`config.mk`:
```
export PLATFORM = sky130hd
export DESIGN_NAME = lgi_irq_regs
export DESIGN_NICKNAME = d
export VERILOG_FILES = /design/src/rtl/lgi_pkg.sv /design/src/rtl/lgi_sync2.sv /design/src/rtl/lgi_irq_regs.sv
export SDC_FILE = /design/constraint.sdc
export NUM_CORES = 1
export LEC_CHECK = 0
export BUFFER_PORTS_ARGS = -buffer_cell sky130_fd_sc_hd__buf_2
export CORE_MARGIN = 2
export CORE_UTILIZATION = 30
export CTS_BUF_LIST = sky130_fd_sc_hd__clkbuf_8
export DETAILED_ROUTE_END_ITERATION = 8
export PLACE_DENSITY_LB_ADDON = 0.15
export SLEW_MARGIN = 20
export SYNTH_ARGS = -nofsm -noshare
export SYNTH_HDL_FRONTEND = slang
export SYNTH_SLANG_ARGS = --single-unit
```
`constraint.sdc`:
```
create_clock -name ref_clk_i -period 0.8 [get_ports ref_clk_i]
set_input_delay 0 -clock ref_clk_i [delete_from_list [all_inputs] [get_ports ref_clk_i]]
set_output_delay 0 -clock ref_clk_i [all_outputs]
set_load 0.02 [all_outputs]
```
`src/rtl/lgi_pkg.sv`:
```
// Package for the link general interrupt status and mask block
package lgi_pkg;

  // Register offsets; the first flags register has no printed offset
  localparam logic [7:0] LGI_OFS_FLAGS_ONE  = 8'hc0;
  localparam logic [7:0] LGI_OFS_ENABLE_ONE = 8'hc1;
  localparam logic [7:0] LGI_OFS_FLAGS_TWO  = 8'hc2;
  localparam logic [7:0] LGI_OFS_ENABLE_TWO = 8'hc3;

  // Field positions
  localparam int LGI_BIT_SUMMARY  = 7;
  localparam int LGI_BIT_COMBINED = 0;
  localparam int LGI_BIT_LATE     = 2;
  localparam int LGI_BIT_TIMEOUT  = 1;

  // Writable masks and reset value
  localparam logic [7:0] LGI_MASK_ONE  = 8'h01;
  localparam logic [7:0] LGI_MASK_TWO  = 8'h06;
  localparam logic [7:0] LGI_RESET_VAL = 8'h00;

  // Register access request from the control word decoder
  typedef struct packed {
    logic       wr;
    logic       rd;
    logic [7:0] addr;
    logic [7:0] wdata;
  } lgi_req_s;

  // Events raised by the link and bridge
  typedef struct packed {
    logic late_read;
    logic apb_timeout;
    logic sync_lost;
    logic combined_irq;
  } lgi_evt_s;

endpackage : lgi_pkg

```
`src/rtl/lgi_sync2.sv`:
```
// Two flip-flop synchroniser for one level input
`timescale 1ns/1ps
`default_nettype none
module lgi_sync2 (
  // Clock and reset
  input  wire logic ref_clk_i,
  input  wire logic reset_n_i,
  // Data
  input  wire logic d_i,
  output logic      q_o
);

  typedef struct packed {
    logic first;
    logic second;
  } lgi_sync_s;

  lgi_sync_s st;
  lgi_sync_s next_st;

  always_comb begin
    next_st.first  = d_i;
    next_st.second = st.first;
  end

  always_ff @(posedge ref_clk_i or negedge reset_n_i) begin
    if (!reset_n_i) begin
      st <= '0;
    end else begin
      st <= next_st;
    end
  end

  assign q_o = st.second;

endmodule : lgi_sync2
`default_nettype wire

```
`src/rtl/lgi_irq_regs.sv`:
```
// General interrupt status and mask registers of the link
`timescale 1ns/1ps
`default_nettype none
// Function
// Bit 7 summarises enabled second flags
// Bit 0 shows combined controller interrupt, W1C
// Enable bit 0 gates combined interrupt
// Combined enable cleared on reset, sync loss
// Late read sets late flag bit 2
// Indirect APB read sets late flag
// APB timeout sets timeout flag bit 1
// Timeouts only as timeout setting allows
// Flags clear by write one only
// Second enables bits 2,1; late cleared
// Last-command-late raise sets late flag
// All bits reset zero, reserved read zero
module lgi_irq_regs
  import lgi_pkg::*;
(
  // Clock and reset
  input  wire logic       ref_clk_i,
  input  wire logic       reset_n_i,
  // Register access, same clock domain
  input  wire lgi_req_s   req_i,
  output logic [7:0]      rdata_o,
  output logic            rvalid_o,
  // Events on the same clock
  input  wire logic       late_read_i,
  input  wire logic       indirect_read_i,
  input  wire logic       apb_timeout_i,
  input  wire logic       timeout_enabled_i,
  input  wire logic       sync_lost_i,
  // Combined interrupt from the controller, asynchronous
  input  wire logic       combined_irq_i,
  // Interrupt request toward the link
  output logic            irq_o
);

  typedef struct packed {
    logic       combined_flag;
    logic       combined_en;
    logic       late_flag;
    logic       timeout_flag;
    logic       late_en;
    logic       timeout_en;
    logic [7:0] rdata;
    logic       rvalid;
    logic       irq;
  } lgi_state_s;

  lgi_state_s st;
  lgi_state_s next_st;
  logic       combined_sync;
  logic       summary;

  // Controller interrupt is from another domain
  lgi_sync2 u_sync (
    .ref_clk_i (ref_clk_i),
    .reset_n_i (reset_n_i),
    .d_i       (combined_irq_i),
    .q_o       (combined_sync)
  );

  function automatic logic w1c_hit(input lgi_req_s r, input logic [7:0] ofs, input int b);
    w1c_hit = r.wr && (r.addr == ofs) && r.wdata[b];
  endfunction : w1c_hit

  // Bits that may read as one at each offset; all else is reserved
  function automatic logic [7:0] read_mask(input logic [7:0] a);
    read_mask = LGI_RESET_VAL;
    case (a)
      LGI_OFS_FLAGS_ONE: begin
        read_mask[LGI_BIT_SUMMARY]  = 1'b1;
        read_mask[LGI_BIT_COMBINED] = 1'b1;
      end
      LGI_OFS_ENABLE_ONE: begin
        read_mask = LGI_MASK_ONE;
      end
      LGI_OFS_FLAGS_TWO, LGI_OFS_ENABLE_TWO: begin
        read_mask = LGI_MASK_TWO;
      end
      default: begin
        read_mask = LGI_RESET_VAL;
      end
    endcase
  endfunction : read_mask

  assign summary = (st.late_flag && st.late_en) || (st.timeout_flag && st.timeout_en);

  always_comb begin
    next_st = st;
    // Status bit latches while the line is high; a W1C clears it only once the line is low
    if (combined_sync) begin
      next_st.combined_flag = 1'b1;
    end else if (w1c_hit(req_i, LGI_OFS_FLAGS_ONE, LGI_BIT_COMBINED)) begin
      next_st.combined_flag = 1'b0;
    end
    if (req_i.wr && req_i.addr == LGI_OFS_ENABLE_ONE) begin
      next_st.combined_en = req_i.wdata[LGI_BIT_COMBINED];
    end
    if (req_i.wr && req_i.addr == LGI_OFS_ENABLE_TWO) begin
      next_st.late_en    = req_i.wdata[LGI_BIT_LATE];
      next_st.timeout_en = req_i.wdata[LGI_BIT_TIMEOUT];
    end
    // Sync loss clears the combined and late enables but never the flags
    if (sync_lost_i) begin
      next_st.combined_en = 1'b0;
      next_st.late_en     = 1'b0;
    end
    // Set wins over a same-cycle clear
    if (w1c_hit(req_i, LGI_OFS_FLAGS_TWO, LGI_BIT_LATE)) begin
      next_st.late_flag = 1'b0;
    end
    if (late_read_i || indirect_read_i) begin
      next_st.late_flag = 1'b1;
    end
    if (w1c_hit(req_i, LGI_OFS_FLAGS_TWO, LGI_BIT_TIMEOUT)) begin
      next_st.timeout_flag = 1'b0;
    end
    if (apb_timeout_i && timeout_enabled_i) begin
      next_st.timeout_flag = 1'b1;
    end
    next_st.rvalid = req_i.rd;
    next_st.rdata  = LGI_RESET_VAL;
    if (req_i.rd) begin
      case (req_i.addr)
        LGI_OFS_FLAGS_ONE: begin
          next_st.rdata[LGI_BIT_SUMMARY]  = summary;
          next_st.rdata[LGI_BIT_COMBINED] = st.combined_flag;
        end
        LGI_OFS_ENABLE_ONE: begin
          next_st.rdata[LGI_BIT_COMBINED] = st.combined_en;
        end
        LGI_OFS_FLAGS_TWO: begin
          next_st.rdata[LGI_BIT_LATE]    = st.late_flag;
          next_st.rdata[LGI_BIT_TIMEOUT] = st.timeout_flag;
        end
        LGI_OFS_ENABLE_TWO: begin
          next_st.rdata[LGI_BIT_LATE]    = st.late_en;
          next_st.rdata[LGI_BIT_TIMEOUT] = st.timeout_en;
        end
        default: begin
          next_st.rdata = LGI_RESET_VAL;
        end
      endcase
    end
    next_st.irq = (st.combined_flag && st.combined_en) || summary;
  end

  always_ff @(posedge ref_clk_i or negedge reset_n_i) begin
    if (!reset_n_i) begin
      st <= '0;
    end else begin
      st <= next_st;
    end
  end

  assign rdata_o  = st.rdata;
  assign rvalid_o = st.rvalid;
  assign irq_o    = st.irq;

  AST_SUMMARY: assert property (@(posedge ref_clk_i) disable iff (!reset_n_i)
    req_i.rd && req_i.addr == LGI_OFS_FLAGS_ONE |=> rdata_o[LGI_BIT_SUMMARY] == $past(summary))
    else $error("summary bit wrong");
  AST_COMBINED_FOLLOWS: assert property (@(posedge ref_clk_i) disable iff (!reset_n_i)
    combined_irq_i [*3] |=> st.combined_flag)
    else $error("combined flag not set");
  AST_COMBINED_GATE: assert property (@(posedge ref_clk_i) disable iff (!reset_n_i)
    !st.combined_en && !summary |=> !irq_o)
    else $error("interrupt without enable");
  AST_SYNC_LOSS_EN: assert property (@(posedge ref_clk_i) disable iff (!reset_n_i)
    sync_lost_i |=> !st.combined_en && !st.late_en)
    else $error("enable kept on sync loss");
  AST_LATE_SET: assert property (@(posedge ref_clk_i) disable iff (!reset_n_i)
    late_read_i || indirect_read_i |=> st.late_flag)
    else $error("late flag not set");
  AST_TIMEOUT_SET: assert property (@(posedge ref_clk_i) disable iff (!reset_n_i)
    apb_timeout_i && timeout_enabled_i |=> st.timeout_flag)
    else $error("timeout flag not set");
  AST_TIMEOUT_GATED: assert property (@(posedge ref_clk_i) disable iff (!reset_n_i)
    !st.timeout_flag && !timeout_enabled_i |=> !st.timeout_flag)
    else $error("timeout flag without setting");
  AST_FLAG_HOLD: assert property (@(posedge ref_clk_i) disable iff (!reset_n_i)
    st.late_flag && !w1c_hit(req_i, LGI_OFS_FLAGS_TWO, LGI_BIT_LATE) |=> st.late_flag)
    else $error("late flag lost");
  AST_RESERVED: assert property (@(posedge ref_clk_i) disable iff (!reset_n_i)
    rvalid_o |-> (rdata_o & ~read_mask($past(req_i.addr))) == LGI_RESET_VAL)
    else $error("reserved bits set");

  // The checks below, all but AST_RESET_ZERO, watch registered state one cycle after its cause

  AST_IRQ_LATE: assert property (@(posedge ref_clk_i) disable iff (!reset_n_i)
    st.late_flag && st.late_en
    |=> irq_o)
    else $error("enabled late flag gave no interrupt");

  AST_IRQ_TIMEOUT: assert property (@(posedge ref_clk_i) disable iff (!reset_n_i)
    st.timeout_flag && st.timeout_en
    |=> irq_o)
    else $error("enabled timeout flag gave no interrupt");

  AST_IRQ_COMBINED: assert property (@(posedge ref_clk_i) disable iff (!reset_n_i)
    st.combined_flag && st.combined_en
    |=> irq_o)
    else $error("enabled combined flag gave no interrupt");

  AST_COMBINED_READ: assert property (@(posedge ref_clk_i) disable iff (!reset_n_i)
    req_i.rd && req_i.addr == LGI_OFS_FLAGS_ONE
    |=> rdata_o[LGI_BIT_COMBINED] == $past(st.combined_flag))
    else $error("combined flag read wrong");

  AST_COMBINED_HOLD: assert property (@(posedge ref_clk_i) disable iff (!reset_n_i)
    st.combined_flag && !w1c_hit(req_i, LGI_OFS_FLAGS_ONE, LGI_BIT_COMBINED)
    |=> st.combined_flag)
    else $error("combined flag lost");

  AST_COMBINED_W1C: assert property (@(posedge ref_clk_i) disable iff (!reset_n_i)
    st.combined_flag && !combined_sync && w1c_hit(req_i, LGI_OFS_FLAGS_ONE, LGI_BIT_COMBINED)
    |=> !st.combined_flag)
    else $error("combined flag not cleared");

  AST_COMBINED_QUIET: assert property (@(posedge ref_clk_i) disable iff (!reset_n_i)
    !st.combined_flag && !combined_sync
    |=> !st.combined_flag)
    else $error("combined flag set without line");

  AST_COMBINED_EN_WRITE: assert property (@(posedge ref_clk_i) disable iff (!reset_n_i)
    req_i.wr && req_i.addr == LGI_OFS_ENABLE_ONE && !sync_lost_i
    |=> st.combined_en == $past(req_i.wdata[LGI_BIT_COMBINED]))
    else $error("combined enable write lost");

  AST_COMBINED_EN_HOLD: assert property (@(posedge ref_clk_i) disable iff (!reset_n_i)
    !(req_i.wr && req_i.addr == LGI_OFS_ENABLE_ONE) && !st.combined_en
    |=> !st.combined_en)
    else $error("combined enable rose without write");

  AST_ENABLE_ONE_READ: assert property (@(posedge ref_clk_i) disable iff (!reset_n_i)
    req_i.rd && req_i.addr == LGI_OFS_ENABLE_ONE
    |=> rdata_o[LGI_BIT_COMBINED] == $past(st.combined_en))
    else $error("combined enable read wrong");

  AST_LATE_EN_WRITE: assert property (@(posedge ref_clk_i) disable iff (!reset_n_i)
    req_i.wr && req_i.addr == LGI_OFS_ENABLE_TWO && !sync_lost_i
    |=> st.late_en == $past(req_i.wdata[LGI_BIT_LATE]))
    else $error("late enable write lost");

  AST_TIMEOUT_EN_WRITE: assert property (@(posedge ref_clk_i) disable iff (!reset_n_i)
    req_i.wr && req_i.addr == LGI_OFS_ENABLE_TWO
    |=> st.timeout_en == $past(req_i.wdata[LGI_BIT_TIMEOUT]))
    else $error("timeout enable write lost");

  AST_TIMEOUT_EN_KEPT: assert property (@(posedge ref_clk_i) disable iff (!reset_n_i)
    !(req_i.wr && req_i.addr == LGI_OFS_ENABLE_TWO)
    |=> $stable(st.timeout_en))
    else $error("timeout enable changed without write");

  AST_LATE_EN_RISE: assert property (@(posedge ref_clk_i) disable iff (!reset_n_i)
    !(req_i.wr && req_i.addr == LGI_OFS_ENABLE_TWO) && !st.late_en
    |=> !st.late_en)
    else $error("late enable rose without write");

  AST_ENABLE_TWO_READ: assert property (@(posedge ref_clk_i) disable iff (!reset_n_i)
    req_i.rd && req_i.addr == LGI_OFS_ENABLE_TWO
    |=> rdata_o[LGI_BIT_LATE] == $past(st.late_en)
        && rdata_o[LGI_BIT_TIMEOUT] == $past(st.timeout_en))
    else $error("second enables read wrong");

  AST_FLAGS_TWO_READ: assert property (@(posedge ref_clk_i) disable iff (!reset_n_i)
    req_i.rd && req_i.addr == LGI_OFS_FLAGS_TWO
    |=> rdata_o[LGI_BIT_LATE] == $past(st.late_flag)
        && rdata_o[LGI_BIT_TIMEOUT] == $past(st.timeout_flag))
    else $error("second flags read wrong");

  AST_LATE_W1C: assert property (@(posedge ref_clk_i) disable iff (!reset_n_i)
    st.late_flag && w1c_hit(req_i, LGI_OFS_FLAGS_TWO, LGI_BIT_LATE)
    && !late_read_i && !indirect_read_i
    |=> !st.late_flag)
    else $error("late flag not cleared");

  AST_TIMEOUT_W1C: assert property (@(posedge ref_clk_i) disable iff (!reset_n_i)
    st.timeout_flag && w1c_hit(req_i, LGI_OFS_FLAGS_TWO, LGI_BIT_TIMEOUT)
    && !(apb_timeout_i && timeout_enabled_i)
    |=> !st.timeout_flag)
    else $error("timeout flag not cleared");

  AST_TIMEOUT_HOLD: assert property (@(posedge ref_clk_i) disable iff (!reset_n_i)
    st.timeout_flag && !w1c_hit(req_i, LGI_OFS_FLAGS_TWO, LGI_BIT_TIMEOUT)
    |=> st.timeout_flag)
    else $error("timeout flag lost");

  AST_LATE_QUIET: assert property (@(posedge ref_clk_i) disable iff (!reset_n_i)
    !st.late_flag && !late_read_i && !indirect_read_i
    |=> !st.late_flag)
    else $error("late flag set without event");

  AST_INDIRECT_SET: assert property (@(posedge ref_clk_i) disable iff (!reset_n_i)
    indirect_read_i
    |=> st.late_flag)
    else $error("indirect read did not set late flag");

  AST_LAST_LATE_SET: assert property (@(posedge ref_clk_i) disable iff (!reset_n_i)
    late_read_i
    |=> st.late_flag)
    else $error("late command did not set late flag");

  AST_NO_READ: assert property (@(posedge ref_clk_i) disable iff (!reset_n_i)
    !req_i.rd
    |=> !rvalid_o && rdata_o == LGI_RESET_VAL)
    else $error("read answer without request");

  AST_RESET_ZERO: assert property (@(posedge ref_clk_i)
    !reset_n_i
    |-> st == '0)
    else $error("state not cleared in reset");

endmodule : lgi_irq_regs
`default_nettype wire

```
-- Yosys cells after proc, flatten, opt, wreduce, memory -nomap -nowiden
Cells that the tools add are included.
- input port bits: 26
- logic and storage cells: 48
- bits in writable memories: 0
- memories: 0
- output and inout bits: 10
- latch bits: 0
- memory bits (read-only): 0
- register bits: 18
- bitwise logic cells: 0
- mux-type cells: 14
- multiply operators: 0
- reductions and logical operators: 19
- magnitude comparators: 0
- equal/unequal tests: 4
- div/mod/pow operators: 0
- shifts and indexed selects: 0
- add/sub/neg operators: 0
- operators with widths (kind ; number):
    $eq 8x8->1 const B ; 4
    $logic_and 1x1->1 ; 11
    $mux 1 ; 10
    $reduce_bool 2->1 ; 5
    $mux 8 ; 1
    $pmux 2 s2 ; 1
    $logic_or 1x1->1 ; 3
    $mux 2 ; 1
    $pmux 1 s2 ; 1

-- Logic depth before layout (Yosys ltp)
- depth in word-level cells: 5
- mapped depth: 4
- mapped depth without buffers: 3

-- Hierarchy
A second synthesis with hierarchy kept.
- cell total of the unflattened synthesis: 56
- area, all modules: 684.4 µm²
- by module, submodules not included (module ; cells each ; area each (µm²) ; times used ; seq. area each (µm²)):
    lgi_irq_regs ; 54 ; 634.4 ; 1 ; 300.3
    lgi_sync2 ; 2 ; 50.0 ; 1 ; 50.0

-- Worst setup path after synthesis
No wires, ideal clock.
- path type: in2reg
- from: input port req_i[12] (netlist bit)
- to: register st[10] (netlist bit)
- required time: 0.675 ns
- stages on the path: 4
- setup time: 0.125 ns
- setup slack: -0.107 ns
- data arrival time: 0.782 ns
- cell sequence: and4bb_1 buf_6 nand4_4 mux2_4
- word-level cells in the longest chain between the ends: 2
- RTL lines (element ; line ; RTL):
    start: declaration ; lgi_irq_regs.sv:24 ; input wire lgi_req_s req_i,
    $eq 8x8->1 ; lgi_irq_regs.sv:101 ; if (req_i.wr && req_i.addr == LGI_OFS_ENABLE_TWO) begin
    $logic_and 1x1->1 ; lgi_irq_regs.sv:101 ;
    end signal: assignment ; lgi_irq_regs.sv:154 ; st <= next_st;
    end: declaration ; lgi_irq_regs.sv:51 ; lgi_state_s st;
Every way passes these cells.
A chain may end at the register's enable or synchronous reset.

==> flow_metrics.py <==
metrics = {
    "grt": {
        "grt_usage_pct": 12.0,
        "grt_max_degree": 15,
        "grt_pass1_vias": 455,
        "grt_first_pass_wirelength_um": 2140,
        "overflow": 0,
        "antenna_found_initial": 0,
    },
    "detailed_routing": {
        "drt_wl_total_um": 1350,
        "drt_iter0_markers": 9,
        "ant_nets": 0,
        "drc": 0,
        "num_vias": 509,
        "wl_per_cell_um": 11.2,
        "dr.pass1.iters": 4,
        "viasPerCell": 4.24,
    },
    "power": {
        "vdd_ir_drop_max_v": 0.000861,
        "p_leak_nw": 0.482,
        "switching_share_pct": 21.6,
        "pwr_density_cell_nw_per_um2": 1670,
        "power.switching_mw": 0.346,
        "p_clk_share_pct": 42.5,
        "p_int_mw": 1.26,
        "combPwrFrac_pct": 12.2,
        "p_seq_share_pct": 45.3,
    },
    "logic_synthesis": {
        "yosysTopAreaCell": "dfrtp_1",
        "avgSynthCellArea_um2": 12.2,
        "yosys.area.top_type_share_pct": 51.2,
        "synth_area_um2": 684,
        "synth_warnings": 0,
        "synth-seq-cells": 14,
        "synth_cell_types": 21,
        "synth-seq-area-share_pct": 51.2,
        "synthTopCellsByArea": "dfrtp_1, buf_4, mux2i_1",
        "syn_inst": 56,
    },
    "min_path": {
        "min_from": "req_i[0]",
        "min_path_type": "in2reg",
    },
    "sta": {
        "drv_slew": 0,
        "fin_crit_sh_pct": 102,
        "final.setup.tns_ns": -0.0284,
        "period_needed_ns": 0.819,
        "setup_slack_ns": -0.0193,
        "final-hold-violation-count": 0,
        "fmax_mhz": 1220,
        "rsz0062_at_grt": "true",
        "fin_skew_ns": 0.000514,
        "setup_viol": 2,
    },
    "die": {
        "initial_utilization_pct": 31.2,
        "rows": 17,
        "core_area_um2": 2190,
        "io_pins": 36,
        "dieHeight_um": 51.8,
        "die_w_um": 51.8,
        "die-area_um2": 2680,
    },
    "cts": {
        "clock_latency_ns": 0.24,
        "numCtsBuffers": 3,
        "clockRootBuffer": "clkbuf_8",
        "clock_sinks": 14,
        "cts_tree": "built",
        "cts_setup_buffers": 0,
        "clk_pin_slew_worst_paths_ns": 0.06,
        "h-tree-depth": 1,
        "cts.path.max_buffers": 2,
    },
    "outcome": {
        "failed_checks": "setup timing",
        "status": "finished, violations left",
    },
    "final_layout": {
        "final-seq-area_um2": 350,
        "areaGrowthSynthToFinish_pct": 40.6,
        "drive_above_1_share_pct": 42.4,
        "fin_nets": 119,
        "fillers": 232,
        "multiInputGateArea_um2": 272,
        "fin_cells": 120,
        "diodes": 0,
    },
    "worst_setup_path": {
        "r2r_start": "st[11]",
        "r2r_slack_ns": -0.02,
        "worstSetupStartpointType": "flip-flop",
        "crit_start": "st[11]",
        "critPathKind": "reg2reg",
        "cpLargestDelayFamily": "flip-flops",
        "worst_path_max_delay_cell": "dfrtp_1",
        "critPathMaxFanout": 3,
        "critPathMaxStageDelay_ns": 0.41,
        "cp_num_buf_inv": 0,
        "crit_chain": "a22oi_2 > nand2_1",
        "cp.arrival_ns": 0.95,
        "end_kind": "flip-flop",
        "worstPathRequired_ns": 0.93,
    },
    "place": {
        "dp_hpwl_um": 963,
        "port_buffers": 26,
        "dp.cells": 109,
        "place_congestion": 0.763,
    },
    "run": {
        "cap_violations": 0,
    },
}
power groups by stage:
stage / Combinational (mW) / Sequential, mW / Clock [mW]
3_3_place_gp: 0.166 / 0.739 / 0
5_1_grt: 0.213 / 0.726 / 0.771
4_1_cts: 0.197 / 0.726 / 0.703
6_report: 0.195 / 0.726 / 0.682
3_5_place_dp: 0.167 / 0.739 / 0
2_1_floorplan: 0.0832 / 0.745 / 0
synth_stat cells:
| cell | n |
|---|---|
| a22oi_1 | 1 |
| nor3b_1 | 2 |
| a211o_1 | 1 |
| a21o_1 | 1 |
| nand2b_1 | 4 |
| a22o_1 | 1 |
| nor2_1 | 1 |
| conb_1 | 1 |
| nor2b_1 | 1 |
| nand4_4 | 1 |
| mux2i_1 | 5 |
| dfrtp_1 | 14 |
| nand2_1 | 3 |
| mux2_4 | 1 |
| nand3_1 | 1 |
| buf_4 | 9 |
| nor3_1 | 2 |
| and4bb_1 | 1 |
| nor3b_4 | 1 |
| buf_6 | 1 |
| nand4_1 | 4 |
worst reg2reg max path: cells and delay by family (launching register included):
family,cells,cell delay (ns)
AO/OA/AOI/OAI,1,0.22
flip-flops,1,0.41
AND/OR/NAND/NOR,1,0.08
layout make-up:
cell class                 instances  area share [%]
timing repair buffer              39            26.0
clock buffer                       4            5.72
multi-input combinational         35            28.2
sequential                        14            36.4
tap                               28            3.64
through the flow:
step                power (mW)  utilization, %  worst slack [ns]  cell area (um2)  hold slack, ns
floorplan                0.828               -           -0.0978              696          -0.296
global placement         0.905            37.7            -0.196              827         -0.0859
detailed placement       0.905            37.7            -0.218              827         -0.0874
CTS                       1.63            44.1           -0.0306              967          0.0187
global route              1.71            43.9           -0.0691              962          0.0150
finish                    1.60            43.9           -0.0193              962          0.0219
path summary, 6_finish.rpt:
kind | endpoint | cells past startpoint
hold / removal | st[14] | 3
min in group asynchronous | st[12] | 2
setup reg to reg | irq_o | 2
max in group asynchronous | st[15] | 2
hold reg to reg | u_sync.q_o | 0
setup / recovery | irq_o | 2
kinds of logic after synthesis:
logic type / share of synthesized area, %
AO/OA/AOI/OAI: 4.75
flip-flops: 51.2
multiplexers: 9.51
buffers and inverters: 11.5
other: 0.548
AND/OR/NAND/NOR: 22.5
flip-flops by register name, indices dropped and copies added (netlist names):
register / cells
rdata_o: 4
st: 6
irq_o: 1
rvalid_o: 1
u_sync.next_st: 1
u_sync.q_o: 1
repair_timing:
item                       in CTS  in global routing
setup endpoints to repair       3                  6
hold endpoints to repair       19                  0
pin swaps                       3                  3
cloned                          0                  0
resized for setup               1                  0
hold buffers                    8                  0
metal layers:
layer	share of wire [%]	global-route usage, %	up-vias
li1	-	-	257
met1	47	16.1	223
met5	0	0	-
met4	3.2	11.8	0
met3	6.3	1.72	4
met2	43	15.8	25
cells in the final DEF, fill, tap and decap left out, types with 2 or more instances in the layout:
master | Yosys | layout
dfrtp_1 | 14 | 14
nor3b_1 | 2 | 2
nand2b_1 | 4 | 4
clkbuf_8 | 0 | 4
nor3_1 | 2 | 2
nand4_1 | 4 | 4
dlygate4sd3_1 | 0 | 8
buf_4 | 9 | 6
mux2i_1 | 5 | 5
conb_1 | 1 | 4
nand2_1 | 3 | 3
buf_2 | 0 | 25
No activity file was read; power rests on OpenSTA's default activity.
